[src/design/tls_params.svh]
`ifndef TLS_PARAMS_SVH
`define TLS_PARAMS_SVH

// ----------------------------------------------------------------
// register byte offsets
// ----------------------------------------------------------------
`define TLS_A_FWD_INT   8'h00
`define TLS_A_REV_INT   8'h04
`define TLS_A_FWD_EXT   8'h08
`define TLS_A_REV_EXT   8'h0C
`define TLS_A_UV_PCT    8'h10
`define TLS_A_UV_REL    8'h14
`define TLS_A_HOLD      8'h18
`define TLS_A_CTRL      8'h1C
`define TLS_A_IN_A      8'h20
`define TLS_A_IN_B      8'h24
`define TLS_A_OUT       8'h28
`define TLS_A_STATUS    8'h2C
`define TLS_A_UV_THR    8'h30
`define TLS_A_MOT_MAX   8'h34

// ----------------------------------------------------------------
// ranges and reset values
// ----------------------------------------------------------------
`define TLS_LIM_MAX     32'h0000015E
`define TLS_INT_RST     9'h12C
`define TLS_EXT_RST     9'h064
`define TLS_PCT_MAX     32'h00000064
`define TLS_PCT_RST     7'h32
`define TLS_REL_MAX     32'h000003E8
`define TLS_REL_RST     10'h064
`define TLS_HOLD_MAX    32'h00000032
`define TLS_HOLD_RST    6'h01
`define TLS_THR_RST     12'h800
`define TLS_MMAX_RST    9'h15E
`define TLS_ALLOC_RST   16'hFFFF
`define TLS_OUT_RST     32'hFFFFFFFF
`define TLS_PCT_DIV     16'h0064

// ----------------------------------------------------------------
// allocation codes and field positions
// ----------------------------------------------------------------
`define TLS_CODE_FWD    4'h3
`define TLS_CODE_REV    4'h4
`define TLS_CODE_CLT    4'h3
`define TLS_C_DECAY     0
`define TLS_C_SOFF      1
`define TLS_C_DIR       2
`define TLS_S_CLT       0
`define TLS_S_UVW       1
`define TLS_S_UVA       2
`define TLS_S_PWR       3
`define TLS_S_ALM       4

// ----------------------------------------------------------------
// timing
// ----------------------------------------------------------------
`define TLS_CLK_NS      50
`define TLS_MS_NS       1000000
`define TLS_CYC_MS      20

`endif

[src/design/tls_pkg.sv]
package tls_pkg;
	typedef logic [8:0] tls_lim_t;
	typedef logic [6:0] tls_pct_t;
	typedef enum logic [1:0] {
		UV_IDLE    = 2'b00,
		UV_ACTIVE  = 2'b01,
		UV_RELEASE = 2'b10
	} tls_uv_e;
endpackage

[src/design/tls_clamp_if.sv]
`timescale 1ns/1ps
`default_nettype none
interface tls_clamp_if;
	import tls_pkg::*;
	tls_lim_t int_lim;
	tls_lim_t ext_lim;
	tls_lim_t max_lim;
	tls_pct_t uv_pct;
	logic     ext_req;
	logic     uv_act;
	tls_lim_t lim;
	modport calc (input int_lim, ext_lim, max_lim, uv_pct, ext_req,
		uv_act, output lim);
	modport user (output int_lim, ext_lim, max_lim, uv_pct, ext_req,
		uv_act, input lim);
endinterface
`default_nettype wire

[src/design/tls_top.sv]
// Summary of operation
// - forward/reverse torque clamped by selected limits
// - internal limits 0..350, reset 300, immediate
// - external limits 0..350, reset 100, immediate
// - forward request on: min of internal, external
// - forward request off: forward external alone
// - reverse request on: min of internal, external
// - reverse request off: reverse external alone
// - status output high exactly while clamping
// - bus at threshold raises warning, cuts current
// - undervoltage limit is percent of internal
// - reduced limit held for release time
// - ride through loss for hold cycles
// - decay option slows bus fall in undervoltage
// - servo off command removes motor power now
// - no limit above motor maximum torque
// - input codes 3 and 4 route requests
// - output code 3 routes limiting status
`timescale 1ns/1ps
`default_nettype none
`include "tls_params.svh"
module tls_top
	import tls_pkg::*;
#(
	parameter int TW        = 16,
	parameter int NIN       = 5,
	parameter int NOUT      = 3,
	parameter int MS_CYC    = `TLS_MS_NS / `TLS_CLK_NS,
	parameter int HOLD_CYC  = `TLS_CYC_MS * MS_CYC
) (
	input  wire logic                 pclk,
	input  wire logic                 presetn,
	input  wire logic                 psel,
	input  wire logic                 penable,
	input  wire logic                 pwrite,
	input  wire logic [7:0]           paddr,
	input  wire logic [31:0]          pwdata,
	output logic      [31:0]          prdata,
	output logic                      pready,
	output logic                      pslverr,
	input  wire logic [NIN-1:0]       din,
	output logic      [NOUT-1:0]      dout,
	input  wire logic                 servo_on_in,
	input  wire logic                 supply_lost_in,
	input  wire logic [11:0]          bus_level,
	input  wire logic signed [TW-1:0] torque_ref,
	output logic signed [TW-1:0]      torque_cmd,
	output logic                      limiting_status_out,
	output logic                      undervoltage_warning,
	output logic                      current_reduce_out,
	output logic                      decay_slow_out,
	output logic                      motor_power_out,
	output logic                      alarm_stop_out
);
	// ----------------------------------------------------------
	// elaboration checks
	// ----------------------------------------------------------
	if (TW < 11 || NIN < 1 || NIN > 8 || NOUT < 1 || NOUT > 8 ||
		MS_CYC < 1 || HOLD_CYC < 1) begin : g_chk
		$error("tls_top: unsupported parameter value");
	end

	tls_lim_t     fwd_int_q, rev_int_q, fwd_ext_q, rev_ext_q, mmax_q;
	tls_pct_t     uv_pct_q;
	logic [9:0]   uv_rel_q;
	logic [5:0]   hold_q;
	logic [2:0]   ctrl_q;
	logic [15:0]  in_a_q, in_b_q;
	logic [31:0]  out_q;
	logic [11:0]  thr_q;
	logic         alarm_q, limit_q, uvw_q, pwr_q;
	logic [31:0]  rd_d;
	logic         hit;
	logic         wr, wr_stat;
	tls_uv_e      uv_q;
	logic         uv_act;

	function automatic logic [31:0] sat(input logic [31:0] v,
		input logic [31:0] m);
		sat = (v > m) ? m : v;
	endfunction

	// ----------------------------------------------------------
	// apb slave: zero wait, error on unmapped offsets
	// ----------------------------------------------------------
	assign pready  = 1'b1;
	assign wr      = psel & penable & pwrite & hit;
	assign wr_stat = wr && (paddr == `TLS_A_STATUS);
	assign pslverr = psel & penable & ~hit;

	// read mux and decode
	always_comb begin
		hit  = 1'b1;
		rd_d = 32'h00000000;
		if (paddr == `TLS_A_FWD_INT) begin
			rd_d = 32'(fwd_int_q);
		end else if (paddr == `TLS_A_REV_INT) begin
			rd_d = 32'(rev_int_q);
		end else if (paddr == `TLS_A_FWD_EXT) begin
			rd_d = 32'(fwd_ext_q);
		end else if (paddr == `TLS_A_REV_EXT) begin
			rd_d = 32'(rev_ext_q);
		end else if (paddr == `TLS_A_UV_PCT) begin
			rd_d = 32'(uv_pct_q);
		end else if (paddr == `TLS_A_UV_REL) begin
			rd_d = 32'(uv_rel_q);
		end else if (paddr == `TLS_A_HOLD) begin
			rd_d = 32'(hold_q);
		end else if (paddr == `TLS_A_CTRL) begin
			rd_d = 32'(ctrl_q);
		end else if (paddr == `TLS_A_IN_A) begin
			rd_d = 32'(in_a_q);
		end else if (paddr == `TLS_A_IN_B) begin
			rd_d = 32'(in_b_q);
		end else if (paddr == `TLS_A_OUT) begin
			rd_d = out_q;
		end else if (paddr == `TLS_A_STATUS) begin
			rd_d[`TLS_S_CLT] = limit_q;
			rd_d[`TLS_S_UVW] = uvw_q;
			rd_d[`TLS_S_UVA] = uv_act;
			rd_d[`TLS_S_PWR] = pwr_q;
			rd_d[`TLS_S_ALM] = alarm_q;
		end else if (paddr == `TLS_A_UV_THR) begin
			rd_d = 32'(thr_q);
		end else if (paddr == `TLS_A_MOT_MAX) begin
			rd_d = 32'(mmax_q);
		end else begin
			hit = 1'b0;
		end
	end

	// read data captured in the setup phase, stable in access
	always_ff @(posedge pclk or negedge presetn) begin
		if (!presetn) begin
			prdata <= 32'h00000000;
		end else if (psel && !penable) begin
			prdata <= rd_d;
		end
	end

	// limit, percent, release and hold settings saturate to their range; all act at once
	always_ff @(posedge pclk or negedge presetn) begin
		if (!presetn) begin
			fwd_int_q <= `TLS_INT_RST;
			rev_int_q <= `TLS_INT_RST;
			fwd_ext_q <= `TLS_EXT_RST;
			rev_ext_q <= `TLS_EXT_RST;
			uv_pct_q  <= `TLS_PCT_RST;
			uv_rel_q  <= `TLS_REL_RST;
			hold_q    <= `TLS_HOLD_RST;
			ctrl_q    <= 3'h0;
			in_a_q    <= `TLS_ALLOC_RST;
			in_b_q    <= `TLS_ALLOC_RST;
			out_q     <= `TLS_OUT_RST;
			thr_q     <= `TLS_THR_RST;
			mmax_q    <= `TLS_MMAX_RST;
		end else if (wr) begin
			if (paddr == `TLS_A_FWD_INT) begin
				fwd_int_q <= 9'(sat(pwdata, `TLS_LIM_MAX));
			end else if (paddr == `TLS_A_REV_INT) begin
				rev_int_q <= 9'(sat(pwdata, `TLS_LIM_MAX));
			end else if (paddr == `TLS_A_FWD_EXT) begin
				fwd_ext_q <= 9'(sat(pwdata, `TLS_LIM_MAX));
			end else if (paddr == `TLS_A_REV_EXT) begin
				rev_ext_q <= 9'(sat(pwdata, `TLS_LIM_MAX));
			end else if (paddr == `TLS_A_UV_PCT) begin
				uv_pct_q <= 7'(sat(pwdata, `TLS_PCT_MAX));
			end else if (paddr == `TLS_A_UV_REL) begin
				uv_rel_q <= 10'(sat(pwdata, `TLS_REL_MAX));
			end else if (paddr == `TLS_A_HOLD) begin
				hold_q <= 6'(sat(pwdata, `TLS_HOLD_MAX));
			end else if (paddr == `TLS_A_CTRL) begin
				ctrl_q <= pwdata[2:0];
			end else if (paddr == `TLS_A_IN_A) begin
				in_a_q <= pwdata[15:0];
			end else if (paddr == `TLS_A_IN_B) begin
				in_b_q <= pwdata[15:0];
			end else if (paddr == `TLS_A_OUT) begin
				out_q <= pwdata;
			end else if (paddr == `TLS_A_UV_THR) begin
				thr_q <= pwdata[11:0];
			end else if (paddr == `TLS_A_MOT_MAX) begin
				mmax_q <= 9'(sat(pwdata, `TLS_LIM_MAX));
			end
		end
	end

	// ----------------------------------------------------------
	// pin synchronisers and input allocation
	// ----------------------------------------------------------
	logic [NIN+1:0] s1_q, s2_q;
	logic [31:0]    in_codes;
	logic           fwd_req, rev_req;

	always_ff @(posedge pclk or negedge presetn) begin
		if (!presetn) begin
			s1_q <= '0;
			s2_q <= '0;
		end else begin
			s1_q <= {servo_on_in, supply_lost_in, din};
			s2_q <= s1_q;
		end
	end

	// later pins overwrite earlier ones: highest pin has priority
	assign in_codes = {in_b_q, in_a_q};
	always_comb begin
		fwd_req = 1'b0;
		rev_req = 1'b0;
		for (int i = 0; i < NIN; i++) begin
			if (in_codes[4*i +: 4] == `TLS_CODE_FWD) begin
				fwd_req = s2_q[i];
			end
			if (in_codes[4*i +: 4] == `TLS_CODE_REV) begin
				rev_req = s2_q[i];
			end
		end
	end

	// ----------------------------------------------------------
	// undervoltage detection and release timing
	// ----------------------------------------------------------
	logic [31:0] ms_div_q;
	logic [9:0]  ms_cnt_q;
	logic        ms_tick;

	// bus level comes from same-clock logic, so no synchroniser
	always_ff @(posedge pclk or negedge presetn) begin
		if (!presetn) begin
			uvw_q <= 1'b0;
		end else begin
			uvw_q <= (bus_level <= thr_q);
		end
	end

	assign ms_tick = (ms_div_q == 32'(MS_CYC - 1));
	always_ff @(posedge pclk or negedge presetn) begin
		if (!presetn) begin
			ms_div_q <= 32'h00000000;
			ms_cnt_q <= 10'h000;
		end else if (uv_q != UV_RELEASE) begin
			ms_div_q <= 32'h00000000;
			ms_cnt_q <= 10'h000;
		end else if (ms_tick) begin
			ms_div_q <= 32'h00000000;
			ms_cnt_q <= ms_cnt_q + 10'h001;
		end else begin
			ms_div_q <= ms_div_q + 32'h00000001;
		end
	end

	// reduced limit stays until the release time has run out
	always_ff @(posedge pclk or negedge presetn) begin
		if (!presetn) begin
			uv_q <= UV_IDLE;
		end else begin
			case (uv_q)
				UV_IDLE: begin
					if (uvw_q) uv_q <= UV_ACTIVE;
				end
				UV_ACTIVE: begin
					if (!uvw_q) uv_q <= UV_RELEASE;
				end
				UV_RELEASE: begin
					if (uvw_q) begin
						uv_q <= UV_ACTIVE;
					end else if (ms_cnt_q >= uv_rel_q) begin
						uv_q <= UV_IDLE;
					end
				end
				default: uv_q <= UV_IDLE;
			endcase
		end
	end
	assign uv_act = (uv_q != UV_IDLE);

	// ----------------------------------------------------------
	// supply interruption hold and motor power
	// ----------------------------------------------------------
	logic [31:0] hd_div_q;
	logic [5:0]  hd_cnt_q;

	// counts whole supply cycles while the supply is missing
	always_ff @(posedge pclk or negedge presetn) begin
		if (!presetn) begin
			hd_div_q <= 32'h00000000;
			hd_cnt_q <= 6'h00;
		end else if (!s2_q[NIN]) begin
			hd_div_q <= 32'h00000000;
			hd_cnt_q <= 6'h00;
		end else if (hd_div_q == 32'(HOLD_CYC - 1)) begin
			hd_div_q <= 32'h00000000;
			if (hd_cnt_q != 6'h3F) hd_cnt_q <= hd_cnt_q + 6'h01;
		end else begin
			hd_div_q <= hd_div_q + 32'h00000001;
		end
	end

	// alarm is sticky; a new loss in the clear cycle wins
	always_ff @(posedge pclk or negedge presetn) begin
		if (!presetn) begin
			alarm_q <= 1'b0;
		end else if (s2_q[NIN] && (hd_cnt_q >= hold_q)) begin
			alarm_q <= 1'b1;
		end else if (wr_stat && pwdata[`TLS_S_ALM]) begin
			alarm_q <= 1'b0;
		end
	end

	// servo off drops power on the next edge, no hold wait
	always_ff @(posedge pclk or negedge presetn) begin
		if (!presetn) begin
			pwr_q <= 1'b0;
		end else begin
			pwr_q <= s2_q[NIN+1] & ~ctrl_q[`TLS_C_SOFF] & ~alarm_q;
		end
	end

	// ----------------------------------------------------------
	// limit selection and torque clamp
	// ----------------------------------------------------------
	tls_clamp_if fwd_if();
	tls_clamp_if rev_if();
	assign fwd_if.int_lim = fwd_int_q;
	assign fwd_if.ext_lim = fwd_ext_q;
	assign fwd_if.max_lim = mmax_q;
	assign fwd_if.uv_pct  = uv_pct_q;
	assign fwd_if.ext_req = fwd_req;
	assign fwd_if.uv_act  = uv_act;
	assign rev_if.int_lim = rev_int_q;
	assign rev_if.ext_lim = rev_ext_q;
	assign rev_if.max_lim = mmax_q;
	assign rev_if.uv_pct  = uv_pct_q;
	assign rev_if.ext_req = rev_req;
	assign rev_if.uv_act  = uv_act;

	tls_clamp u_fwd (.c(fwd_if));
	tls_clamp u_rev (.c(rev_if));

	logic signed [TW-1:0] pos_s, neg_s, cmd_d;

	// direction select swaps which sign counts as forward
	always_comb begin
		if (ctrl_q[`TLS_C_DIR]) begin
			pos_s = $signed(TW'(rev_if.lim));
			neg_s = $signed(TW'(fwd_if.lim));
		end else begin
			pos_s = $signed(TW'(fwd_if.lim));
			neg_s = $signed(TW'(rev_if.lim));
		end
		if (torque_ref > pos_s) begin
			cmd_d = pos_s;
		end else if (torque_ref < -neg_s) begin
			cmd_d = -neg_s;
		end else begin
			cmd_d = torque_ref;
		end
	end

	// re-evaluated every edge, so any limit change is seen at once
	always_ff @(posedge pclk or negedge presetn) begin
		if (!presetn) begin
			torque_cmd <= '0;
			limit_q    <= 1'b0;
		end else begin
			torque_cmd <= cmd_d;
			limit_q    <= (cmd_d != torque_ref);
		end
	end

	// output pins: every pin coded for status follows it
	for (genvar k = 0; k < NOUT; k++) begin : g_out
		always_ff @(posedge pclk or negedge presetn) begin
			if (!presetn) begin
				dout[k] <= 1'b0;
			end else begin
				dout[k] <= (out_q[4*k +: 4] == `TLS_CODE_CLT) &&
					(cmd_d != torque_ref);
			end
		end
	end

	assign limiting_status_out  = limit_q;
	assign undervoltage_warning = uvw_q;
	assign current_reduce_out   = uv_act;
	assign decay_slow_out       = uv_act & ctrl_q[`TLS_C_DECAY];
	assign motor_power_out      = pwr_q;
	assign alarm_stop_out       = alarm_q;

	// ----------------------------------------------------------
	// checks
	// ----------------------------------------------------------
	AST_EXT_ON: assert property (@(posedge pclk) disable iff (!presetn)
		fwd_req |-> fwd_if.lim <= fwd_int_q && fwd_if.lim <= fwd_ext_q)
		else $error("forward limit above selected settings");
	AST_EXT_OFF: assert property (@(posedge pclk) disable iff (!presetn)
		!fwd_req && !uv_act && fwd_ext_q <= mmax_q |->
		fwd_if.lim == fwd_ext_q)
		else $error("forward limit not the external setting");
	AST_REV_ON: assert property (@(posedge pclk) disable iff (!presetn)
		rev_req |-> rev_if.lim <= rev_int_q && rev_if.lim <= rev_ext_q)
		else $error("reverse limit above selected settings");
	AST_MAX: assert property (@(posedge pclk) disable iff (!presetn)
		fwd_if.lim <= mmax_q && rev_if.lim <= mmax_q)
		else $error("limit above motor maximum");
	AST_CLT: assert property (@(posedge pclk) disable iff (!presetn)
		##1 limiting_status_out == (torque_cmd != $past(torque_ref)))
		else $error("status disagrees with clamping");
	AST_UVW: assert property (@(posedge pclk) disable iff (!presetn)
		bus_level <= thr_q |=> undervoltage_warning ##1 current_reduce_out)
		else $error("undervoltage not flagged");
	AST_REL: assert property (@(posedge pclk) disable iff (!presetn)
		$fell(uvw_q) && uv_rel_q != 10'h000 |-> uv_act [*3])
		else $error("reduced limit released early");
	AST_SOFF: assert property (@(posedge pclk) disable iff (!presetn)
		ctrl_q[`TLS_C_SOFF] |=> !motor_power_out)
		else $error("power kept after servo off");
	AST_WR: assert property (@(posedge pclk) disable iff (!presetn)
		wr && paddr == `TLS_A_FWD_INT && pwdata > `TLS_LIM_MAX |=>
		fwd_int_q == 9'(`TLS_LIM_MAX))
		else $error("internal limit not saturated");
endmodule
`default_nettype wire

[src/design/tls_clamp.sv]
`timescale 1ns/1ps
`default_nettype none
`include "tls_params.svh"
module tls_clamp
	import tls_pkg::*;
(
	tls_clamp_if.calc c
);
	logic [15:0] prod;
	logic [15:0] uv_q16;

	// one direction: pick source, then undervoltage, then motor max
	always_comb begin
		prod   = 16'(c.int_lim) * 16'(c.uv_pct);
		uv_q16 = prod / `TLS_PCT_DIV;
		if (c.ext_req) begin
			c.lim = (c.ext_lim < c.int_lim) ? c.ext_lim : c.int_lim;
		end else begin
			c.lim = c.ext_lim;
		end
		if (c.uv_act && (uv_q16[8:0] < c.lim)) begin
			c.lim = uv_q16[8:0];
		end
		if (c.max_lim < c.lim) begin
			c.lim = c.max_lim;
		end
	end
endmodule
`default_nettype wire

[config.mk]
export PLATFORM = sky130hd
export DESIGN_NAME = tls_top
export DESIGN_NICKNAME = d
export VERILOG_FILES = /design/src/design/tls_pkg.sv /design/src/design/tls_clamp_if.sv /design/src/design/tls_top.sv /design/src/design/tls_clamp.sv
export VERILOG_INCLUDE_DIRS = /design/src /design/src/design
export SDC_FILE = /design/constraint.sdc
export NUM_CORES = 1
export LEC_CHECK = 0
export ABC_AREA = 1
export BUFFER_PORTS_ARGS = -buffer_cell sky130_fd_sc_hd__buf_2
export CORE_ASPECT_RATIO = 1.75
export CORE_MARGIN = 2
export CORE_UTILIZATION = 63
export DETAILED_ROUTE_END_ITERATION = 8
export PLACE_DENSITY = 0.82
export SETUP_SLACK_MARGIN = 0.02
export SLEW_MARGIN = 20
export SYNTH_ARGS = -nofsm -noshare
export SYNTH_HDL_FRONTEND = slang
export SYNTH_SLANG_ARGS = --single-unit
[constraint.sdc]
create_clock -name pclk -period 15.2 [get_ports pclk]
set_input_delay 0 -clock pclk [delete_from_list [all_inputs] [get_ports pclk]]
set_output_delay 0 -clock pclk [all_outputs]
set_load 0.03 [all_outputs]
==> summary.log, run 1 <==
qor: run_status.outcome complete, no violations
qor: global_route.grt_max_degree 89
qor: critical_path.kind_of_end_point_of_the_critical_path flop
qor: clock_tree.tritoncts built
qor: logic_synthesis.synthCells 3407
qor: critical_path.critical_path_peak_fanout 16
qor: power_and_ir_drop.combinationalPowerShare 0.173
qor: worst_hold_path.worst_hold_path_type input pin to flop
qor: power_and_ir_drop.finalPower 0.00187 W
qor: clock_tree.path_clk_slew 0.06 ns
qor: logic_synthesis.synth.avg_cell_area 7.27 µm²
qor: logic_synthesis.syn-cell-area 24800 µm²
qor: routing.num_vias 24300
qor: final_layout.finalCoreUtilization 0.715
qor: clock_tree.cts-htree-levels 1
qor: power_and_ir_drop.sequentialPowerShare 0.438
qor: floorplanning.top_level_ports 139
qor: floorplanning.initial_core_util 0.634
qor: floorplanning.design.core.area 39000 µm²
qor: placed_design.post-dp-hpwl 56800 µm
qor: logic_synthesis.synth_cell_type_count 67
qor: timing.final.min_clock_period 14.28 ns
qor: power_and_ir_drop.total_leakage_power 14.8 nW
qor: clock_tree.cts.root.buffer_cell clkbuf_16
qor: logic_synthesis.synth-seq-cells 298
qor: floorplanning.floorplan.rows 96
qor: logic_synthesis.synthTopCellsByArea dfrtp_1, nand2_1, dfstp_2
qor: floorplanning.die_y 266 µm
qor: timing.timing.final.crit_share 0.939
qor: global_route.track_usage 0.364
qor: final_layout.sequential_cell_area 7590 µm²
qor: power_and_ir_drop.pwr_density_cell 66.9 nW/µm²
qor: logic_synthesis.synth_common_cells nand2_1, inv_1, o21ai_0, nor2_1, dfrtp_1
qor: placed_design.gpl.final_weighted_congestion 1.01
qor: power_and_ir_drop.internal-power 0.00132 W
qor: global_route.grt_pass1_vias 24100
qor: timing.slew_violations 0
qor: timing.hold_viol_final 0
qor: power_and_ir_drop.power_frac_clock 0.389
qor: final_layout.multi_input_area 14800 µm²
qor: critical_path.critical_path.slowest_cell dfstp_4
qor: routing.vias_per_cell 5.89
qor: logic_synthesis.dominantRegCellSynth dfrtp_1
qor: placed_design.place.port_buffers 137
qor: timing.clock_skew 0.0278 ns
qor: final_layout.layout.nets 3924
qor: logic_synthesis.synth_fp_nets 3728
qor: final_layout.fillers 3134
qor: final_layout.drive_above_1_share 0.161
qor: logic_synthesis.ys_async_sr_fraction 1.00
qor: logic_synthesis.synth.yosys.warnings 0
qor: timing.setup_viol_count_final 0
qor: logic_synthesis.synth_sequential_area_ratio 0.306
qor: floorplanning.die-area 41000 µm²
qor: timing.worst_slew_pin_slew 1.21 ns
qor: clock_tree.clock_sink_count 298
qor: logic_synthesis.post-synth-top-count-cell nand2_1
qor: critical_path.crit_path_max_incr_delay 0.67 ns
qor: critical_path.arrival 14.74 ns
qor: clock_tree.cts_made_buffers 29
qor: flow_run.max_cap_violations 0
qor: logic_synthesis.synthDominantAreaCellType dfrtp_1
qor: power_and_ir_drop.ir_drop 0.105 mV
qor: final_layout.area_growth 12.7%
qor: critical_path.critPathLaunchType flop
qor: critical_path.start_to_end_type_of_the_worst_setup_path flop to flop
qor: critical_path.cpMostUsedCell nand2_1
qor: logic_synthesis.post-synth-top-area-fraction 0.208
qor: clock_tree.cts_buffer_depth 3
qor: routing.drt_first_iter_violations 1724
qor: routing.route.detailed.wl_per_inst 18.4 µm
qor: routing.final_ant_viol_nets 0
qor: power_and_ir_drop.sw_frac_of_total 0.292
qor: power_and_ir_drop.power_switching 0.000545 W
qor: clock_tree.insertion_delay 0.58 ns
qor: routing.drc 0
qor: global_route.grt_overflow 0
qor: routing.drt-pass1-iter-count 9
qor: global_route.first_pass_grt_wire_length 119000 µm
qor: timing.max_freq 0.0700 GHz
qor: floorplanning.die_w 154 µm
qor: routing.wl 75900 µm
qor: timing.relSlewSlack 0.189
qor: logic_synthesis.number_of_enable_type_register_cells_in_the_synthesized_netlist 0
qor: critical_path.cp_data_required_time 15.66 ns
qor: global_route.antenna_found_initial 3
-- worst max-delay path: cells and delay by family (launching register included) --
family	cells	cell delay [ns]
and+or+nand+nor	60	6.02
DFF	1	0.67
AOI/OAI and AO/OA	15	3.10
adders and majority gates	8	3.17
buffers and inverters	8	1.18
-- kinds of logic (layout without fill, tap and decap cells) --
logic type | after synthesis | after routing | share of synthesized area
fa+ha+maj | 241 | 241 | 0.142
xor+xnor | 26 | 26 | 0.00950
buf+inv | 680 | 895 | 0.105
flops | 298 | 298 | 0.306
other cells | 1 | 4 | 0.000151
mux | 12 | 12 | 0.00546
compound gates | 573 | 573 | 0.131
simple gates | 1576 | 1578 | 0.301
-- state kept, by name, indices dropped and copies added, names as in the netlist, 10 cells and up --
| register | count |
|---|---|
| hd_div_q | 32 |
| ms_div_q | 32 |
| out_q | 32 |
| prdata | 32 |
| in_a_q | 16 |
| in_b_q | 16 |
| torque_cmd | 16 |
| thr_q | 12 |
| ms_cnt_q | 10 |
| uv_rel_q | 10 |
-- power groups by stage --
| stage | logic [W] | registers, W | clock network, W |
|---|---|---|---|
| global placement | 0.000276 | 0.000831 | 0 |
| global route | 0.000354 | 0.000819 | 0.000762 |
| CTS | 0.000298 | 0.000818 | 0.000733 |
| finish | 0.000323 | 0.000818 | 0.000727 |
| floorplan | 0.000172 | 0.000852 | 0 |
| detailed placement | 0.000283 | 0.000831 | 0 |
-- path summary, 6_finish.rpt --
kind,startpoint,slack [ns],cells after the start,endpoint
min reg2reg,s1_q[3]$_DFF_PN0_,0.36,0,s2_q[3]$_DFF_PN0_
max in group asynchronous,presetn,12.60,5,fwd_if.uv_pct[3]$_DFFE_PN0P_
min,din[3],0.06,2,s1_q[3]$_DFF_PN0_
max reg2reg,fwd_if.uv_pct[5]$_DFFE_PN1P_,0.92,91,dout[2]$_DFF_PN0_
min in group asynchronous,presetn,0.50,3,prdata[3]$_DFFE_PN0P_
max,fwd_if.uv_pct[5]$_DFFE_PN1P_,0.92,91,dout[2]$_DFF_PN0_
-- per-stage QoR --
| stage | cell area (µm²) | TNS [ns] | worst slack [ns] | std cells | hold slack [ns] |
|---|---|---|---|---|---|
| floorplan | 24800 | 0 | 2.21 | 3407 | -0.296 |
| global placement | 25800 | 0 | 0.549 | 3963 | -0.00298 |
| detailed placement | 25800 | 0 | 0.119 | 3963 | -0.000888 |
| CTS | 27400 | 0 | 0.0712 | 4083 | 0.0492 |
| global route | 27900 | -0.429 | -0.112 | 4116 | 0.0585 |
| finish | 27900 | 0 | 0.920 | 4117 | 0.0645 |
-- per-layer routing --
metal	global-route usage	share of wire	up-vias
met5	0	0.00012	-
met4	0.266	0.084	2
met3	0.0538	0.055	383
met2	0.676	0.52	1006
met1	0.365	0.34	11400
li1	-	-	11500
-- layout make-up --
class,count,share of cell area
clock buffers,46,0.0312
repair buffers,247,0.0609
inverters,596,0.0803
flip-flops and latches,298,0.272
well taps,490,0.0220
diodes,3,0.000269
clock inverters,6,0.00242
multi-input cells,2431,0.531
-- what timing repair did --
| action | in CTS | in global routing |
|---|---|---|
| endpoints found under the setup margin | 0 | 20 |
| hold buffers | 68 | 0 |
| endpoints found under the hold margin | 220 | 0 |
| buffers inserted | 0 | 29 |
| resized for setup | 0 | 58 |
-- cell usage in the layout (no fill, tap or decap), types with 26 or more instances in the layout --
cell,netlist,routed
nand2_1,811,809
inv_1,568,568
o21ai_0,254,251
nor2_1,229,223
dfrtp_1,206,201
nand3_1,191,185
ha_1,173,172
a21oi_1,152,145
buf_2,3,137
dfstp_2,92,89
nand2_2,79,79
dlygate4sd3_1,0,68
fa_1,68,67
nand4_1,59,59
nor3_1,58,57
buf_4,4,37
o21ai_1,34,31
nand2_4,30,30
nor4_1,31,30
clkbuf_16,0,29
nand3_2,19,26
Note: power is estimated with default switching activity, not from simulation.
==> run 2: changes to the inputs <==
--- a/config.mk
+++ b/config.mk
@@ -10,11 +10,13 @@
 export BUFFER_PORTS_ARGS = -buffer_cell sky130_fd_sc_hd__buf_2
 export CORE_ASPECT_RATIO = 1.75
 export CORE_MARGIN = 2
-export CORE_UTILIZATION = 63
+export CORE_UTILIZATION = 65
+export CTS_BUF_LIST = sky130_fd_sc_hd__clkbuf_2 sky130_fd_sc_hd__clkbuf_4 sky130_fd_sc_hd__clkbuf_8
 export DETAILED_ROUTE_END_ITERATION = 8
-export PLACE_DENSITY = 0.82
+export PLACE_DENSITY = 0.84
 export SETUP_SLACK_MARGIN = 0.02
 export SLEW_MARGIN = 20
 export SYNTH_ARGS = -nofsm -noshare
 export SYNTH_HDL_FRONTEND = slang
+export SYNTH_HIERARCHICAL = 1
 export SYNTH_SLANG_ARGS = --single-unit
==> run 2 against run 1 <==
Against the previous run:
- wire length grew 3.1%
- power shrank 2.2%
- cell area grew 4.7%
- critical endpoint is now dout[0]$_DFF_PN0_
- critical path depth grew 15
==> summary.log, run 2 <==
qor: power_and_ir_drop.ir_drop 0.0907 mV [was 0.105 mV]
qor: logic_synthesis.post-synth-top-count-cell nand2_1 [unchanged]
qor: critical_path.arrival 14.97 ns [was 14.74 ns]
qor: logic_synthesis.combinational_family_with_the_most_area_after_synthesis simple AND/OR/NAND/NOR gates [unchanged]
qor: floorplanning.die-area 41500 µm² [was 41000 µm²]
qor: logic_synthesis.synth_cell_type_count 63 [was 67]
qor: power_and_ir_drop.combinationalPowerShare 0.169 [was 0.173]
qor: power_and_ir_drop.total_leakage_power 15.7 nW [was 14.8 nW]
qor: logic_synthesis.synthTopCellsByArea dfrtp_1, nand2_1, dfstp_2 [unchanged]
qor: global_route.grt_pass1_vias 25200 [was 24100]
qor: logic_synthesis.syn-cell-area 25900 µm² [was 24800 µm²]
qor: critical_path.cp_data_required_time 15.69 ns [was 15.66 ns]
qor: placed_design.post-dp-hpwl 56700 µm [was 56800 µm]
qor: logic_synthesis.synth_common_cells nand2_1, inv_1, nor2_1, o21ai_0, nand3_1 [was nand2_1, inv_1, o21ai_0, nor2_1, dfrtp_1]
qor: global_route.grt_max_degree 97 [was 89]
qor: timing.slew_violations 0 [unchanged]
qor: power_and_ir_drop.sequentialPowerShare 0.448 [was 0.438]
qor: routing.drt_first_iter_violations 2248 [was 1724]
qor: floorplanning.initial_core_util 0.659 [was 0.634]
qor: routing.drt-pass1-iter-count 6 [was 9]
qor: routing.vias_per_cell 5.91 [was 5.89]
qor: placed_design.place.port_buffers 137 [unchanged]
qor: timing.max_freq 0.0690 GHz [was 0.0700 GHz]
qor: placed_design.postPlaceCellArea 26900 µm² [was 25800 µm²]
qor: routing.drc 0 [unchanged]
qor: clock_tree.cts_buffer_depth 3 [unchanged]
qor: clock_tree.cts_made_buffers 41 [was 29]
qor: clock_tree.path_clk_slew 0.07 ns [was 0.06 ns]
qor: global_route.track_usage 0.368 [was 0.364]
qor: timing.setup_viol_count_final 0 [unchanged]
qor: power_and_ir_drop.sw_frac_of_total 0.298 [was 0.292]
qor: final_layout.drive_above_1_share 0.175 [was 0.161]
qor: final_layout.design_area 29200 µm² [was 27900 µm²]
qor: logic_synthesis.synth_xor_xnor_area_share 0.0142 [was 0.00950]
qor: global_route.grt_overflow 0 [unchanged]
qor: critical_path.critPathBufInv 16 [was 8]
qor: logic_synthesis.synthDominantAreaCellType dfrtp_1 [unchanged]
qor: clock_tree.tritoncts built [unchanged]
qor: floorplanning.die_y 268 µm [was 266 µm]
qor: flow_run.max_cap_violations 0 [unchanged]
qor: logic_synthesis.synth.yosys.warnings 6 [was 0]
qor: logic_synthesis.synth_sequential_area_ratio 0.293 [was 0.306]
qor: logic_synthesis.synth_fp_nets 3952 [was 3728]
qor: timing.clock_skew 0.0369 ns [was 0.0278 ns]
qor: routing.num_vias 25800 [was 24300]
qor: logic_synthesis.synth_compound_gate_area_share 0.120 [was 0.131]
qor: clock_tree.cts.root.buffer_cell clkbuf_8 [was clkbuf_16]
qor: power_and_ir_drop.finalPower 0.00183 W [was 0.00187 W]
qor: power_and_ir_drop.power_switching 0.000544 W [was 0.000545 W]
qor: critical_path.kind_of_end_point_of_the_critical_path flop [unchanged]
qor: timing.final.min_clock_period 14.49 ns [was 14.28 ns]
qor: timing.worst_slew_pin_slew 1.11 ns [was 1.21 ns]
qor: final_layout.layout_commonest_cell nand2_1 [unchanged]
qor: timing.hold_viol_final 0 [unchanged]
qor: floorplanning.design.core.area 39300 µm² [was 39000 µm²]
qor: logic_synthesis.synth-seq-cells 298 [unchanged]
qor: logic_synthesis.ys_async_sr_fraction 1.00 [unchanged]
qor: placed_design.placed_cells_incl_taps 4188 [was 3963]
qor: routing.wl 78300 µm [was 75900 µm]
qor: final_layout.finalCoreUtilization 0.744 [was 0.715]
qor: floorplanning.die_w 155 µm [was 154 µm]
qor: final_layout.fin_cells 4370 [was 4117]
qor: critical_path.critical_path.slowest_cell dfstp_2 [was dfstp_4]
qor: timing.timing.final.crit_share 0.953 [was 0.939]
qor: timing.relSlewSlack 0.252 [was 0.189]
qor: routing.final_ant_viol_nets 0 [unchanged]
qor: final_layout.fillers 3023 [was 3134]
qor: routing.route.detailed.wl_per_inst 17.9 µm [was 18.4 µm]
qor: logic_synthesis.synth.avg_cell_area 7.12 µm² [was 7.27 µm²]
qor: logic_synthesis.dominantRegCellSynth dfrtp_1 [unchanged]
qor: worst_hold_path.worst_hold_path_type input pin to async pin [was input pin to flop]
qor: placed_design.gpl.final_weighted_congestion 0.984 [was 1.01]
qor: power_and_ir_drop.pwr_density_cell 62.5 nW/µm² [was 66.9 nW/µm²]
qor: clock_tree.cts-htree-levels 2 [was 1]
qor: power_and_ir_drop.power_frac_clock 0.383 [was 0.389]
qor: logic_synthesis.number_of_enable_type_register_cells_in_the_synthesized_netlist 0 [unchanged]
qor: run_status.outcome complete, no violations [unchanged]
qor: critical_path.critical_path_peak_fanout 11 [was 16]
qor: critical_path.start_to_end_type_of_the_worst_setup_path flop to flop [unchanged]
qor: logic_synthesis.post_synth_fa_ha_maj_area_fraction 0.136 [was 0.142]
qor: final_layout.area_growth 13.0% [was 12.7%]
qor: logic_synthesis.post-synth-top-area-fraction 0.199 [was 0.208]
qor: floorplanning.floorplan.rows 96 [unchanged]
qor: critical_path.cpMostUsedCell nand2_1 [unchanged]
qor: critical_path.crit_path_max_incr_delay 0.59 ns [was 0.67 ns]
qor: clock_tree.clock_sink_count 298 [unchanged]
qor: logic_synthesis.post_synth_mux_area_share 0.00445 [was 0.00546]
qor: logic_synthesis.synth_simple_gate_area_frac 0.321 [was 0.301]
qor: final_layout.layout.nets 4167 [was 3924]
qor: clock_tree.insertion_delay 0.61 ns [was 0.58 ns]
qor: global_route.antenna_found_initial 1 [was 3]
qor: power_and_ir_drop.internal-power 0.00128 W [was 0.00132 W]
qor: critical_path.path_delay_family simple AND/OR/NAND/NOR gates [unchanged]
qor: final_layout.layout.cells.most_common_list nand2_1, inv_1, nor2_1, o21ai_0, nand3_1 [was nand2_1, inv_1, o21ai_0, nor2_1, dfrtp_1]
qor: logic_synthesis.synthCells 3631 [was 3407]
qor: floorplanning.top_level_ports 139 [unchanged]
qor: critical_path.critPathLaunchType flop [unchanged]
qor: global_route.first_pass_grt_wire_length 122000 µm [was 119000 µm]
run 2: cell families after synthesis:
kind of cell,after synthesis
compound gates,540
mux,11
xor+xnor,42
other cells,1
fa+ha+maj,241
simple gates,1752
buf+inv,746
flops,298
run 2: stage by stage:
| step | hold slack [ns] | setup slack, ns | setup TNS, ns |
|---|---|---|---|
| finish | 0.0230 | 0.713 | 0 |
| global route | 0.0171 | -0.230 | -0.888 |
| CTS | 0.0274 | 0.0863 | 0 |
| detailed placement | 0.0659 | 0.113 | 0 |
| global placement | 0.0682 | 0.269 | 0 |
| floorplan | -0.296 | 1.83 | 0 |
run 2: worst paths after layout:
| kind | startpoint | to | slack [ns] | cells past startpoint |
|---|---|---|---|---|
| max | fwd_if.uv_pct[5]$_DFFE_PN1P_ | dout[0]$_DFF_PN0_ | 0.71 | 106 |
| min | presetn | ms_div_q[18]$_DFF_PN0_ | 0.02 | 2 |
| max reg2reg | fwd_if.uv_pct[5]$_DFFE_PN1P_ | dout[0]$_DFF_PN0_ | 0.71 | 106 |
| min reg2reg | s1_q[5]$_DFF_PN0_ | s2_q[5]$_DFF_PN0_ | 0.35 | 0 |
| max in group asynchronous | presetn | torque_cmd[12]$_DFF_PN0_ | 13.02 | 4 |
| min in group pclk | servo_on_in | s1_q[6]$_DFF_PN0_ | 0.04 | 2 |
run 2: worst register-to-register path, delay by kind of cell, from the launching register on:
| family | cells | cell delay [ns] |
|---|---|---|
| AO/OA/AOI/OAI | 9 | 1.68 |
| flip-flops | 1 | 0.59 |
| adder cells (fa/ha/maj) | 9 | 3.32 |
| AND/OR/NAND/NOR | 72 | 7.21 |
| buffers and inverters | 16 | 1.61 |
run 2: what timing repair did:
action	in CTS	in global routing
resized for setup	0	94
hold endpoints to repair	223	0
hold buffers	61	0
setup endpoints to repair	0	20
buffers inserted	0	42
run 2: metal layers:
metal  part of all wire  GRT usage  vias to the layer above  wire length, µm
met2               0.51      0.667                     1301            39700
met5                  0          0                        -                0
met3              0.070     0.0597                      417             5470
li1                   -          -                    12100                -
met1               0.34      0.387                    12000            27000
met4              0.079      0.257                        0             6190
run 2: area by class of cell:
class / count / area (µm²) / area share
antenna: 1 / 2.50 / 0.0000856
clock buffer: 66 / 802 / 0.0274
clock inverter: 10 / 114 / 0.00389
inverter: 655 / 2460 / 0.0843
multi-input combinational: 2588 / 15800 / 0.542
sequential: 298 / 7580 / 0.259
tap: 490 / 613 / 0.0210
timing repair buffer: 262 / 1830 / 0.0627
run 2: power by group through the flow:
stage / Sequential (W) / Clock (W) / Combinational (W)
floorplan: 0.000849 / 0 / 0.000153
global placement: 0.000832 / 0 / 0.000262
detailed placement: 0.000832 / 0 / 0.000266
CTS: 0.000818 / 0.000696 / 0.000280
global route: 0.000820 / 0.000733 / 0.000337
finish: 0.000819 / 0.000699 / 0.000309
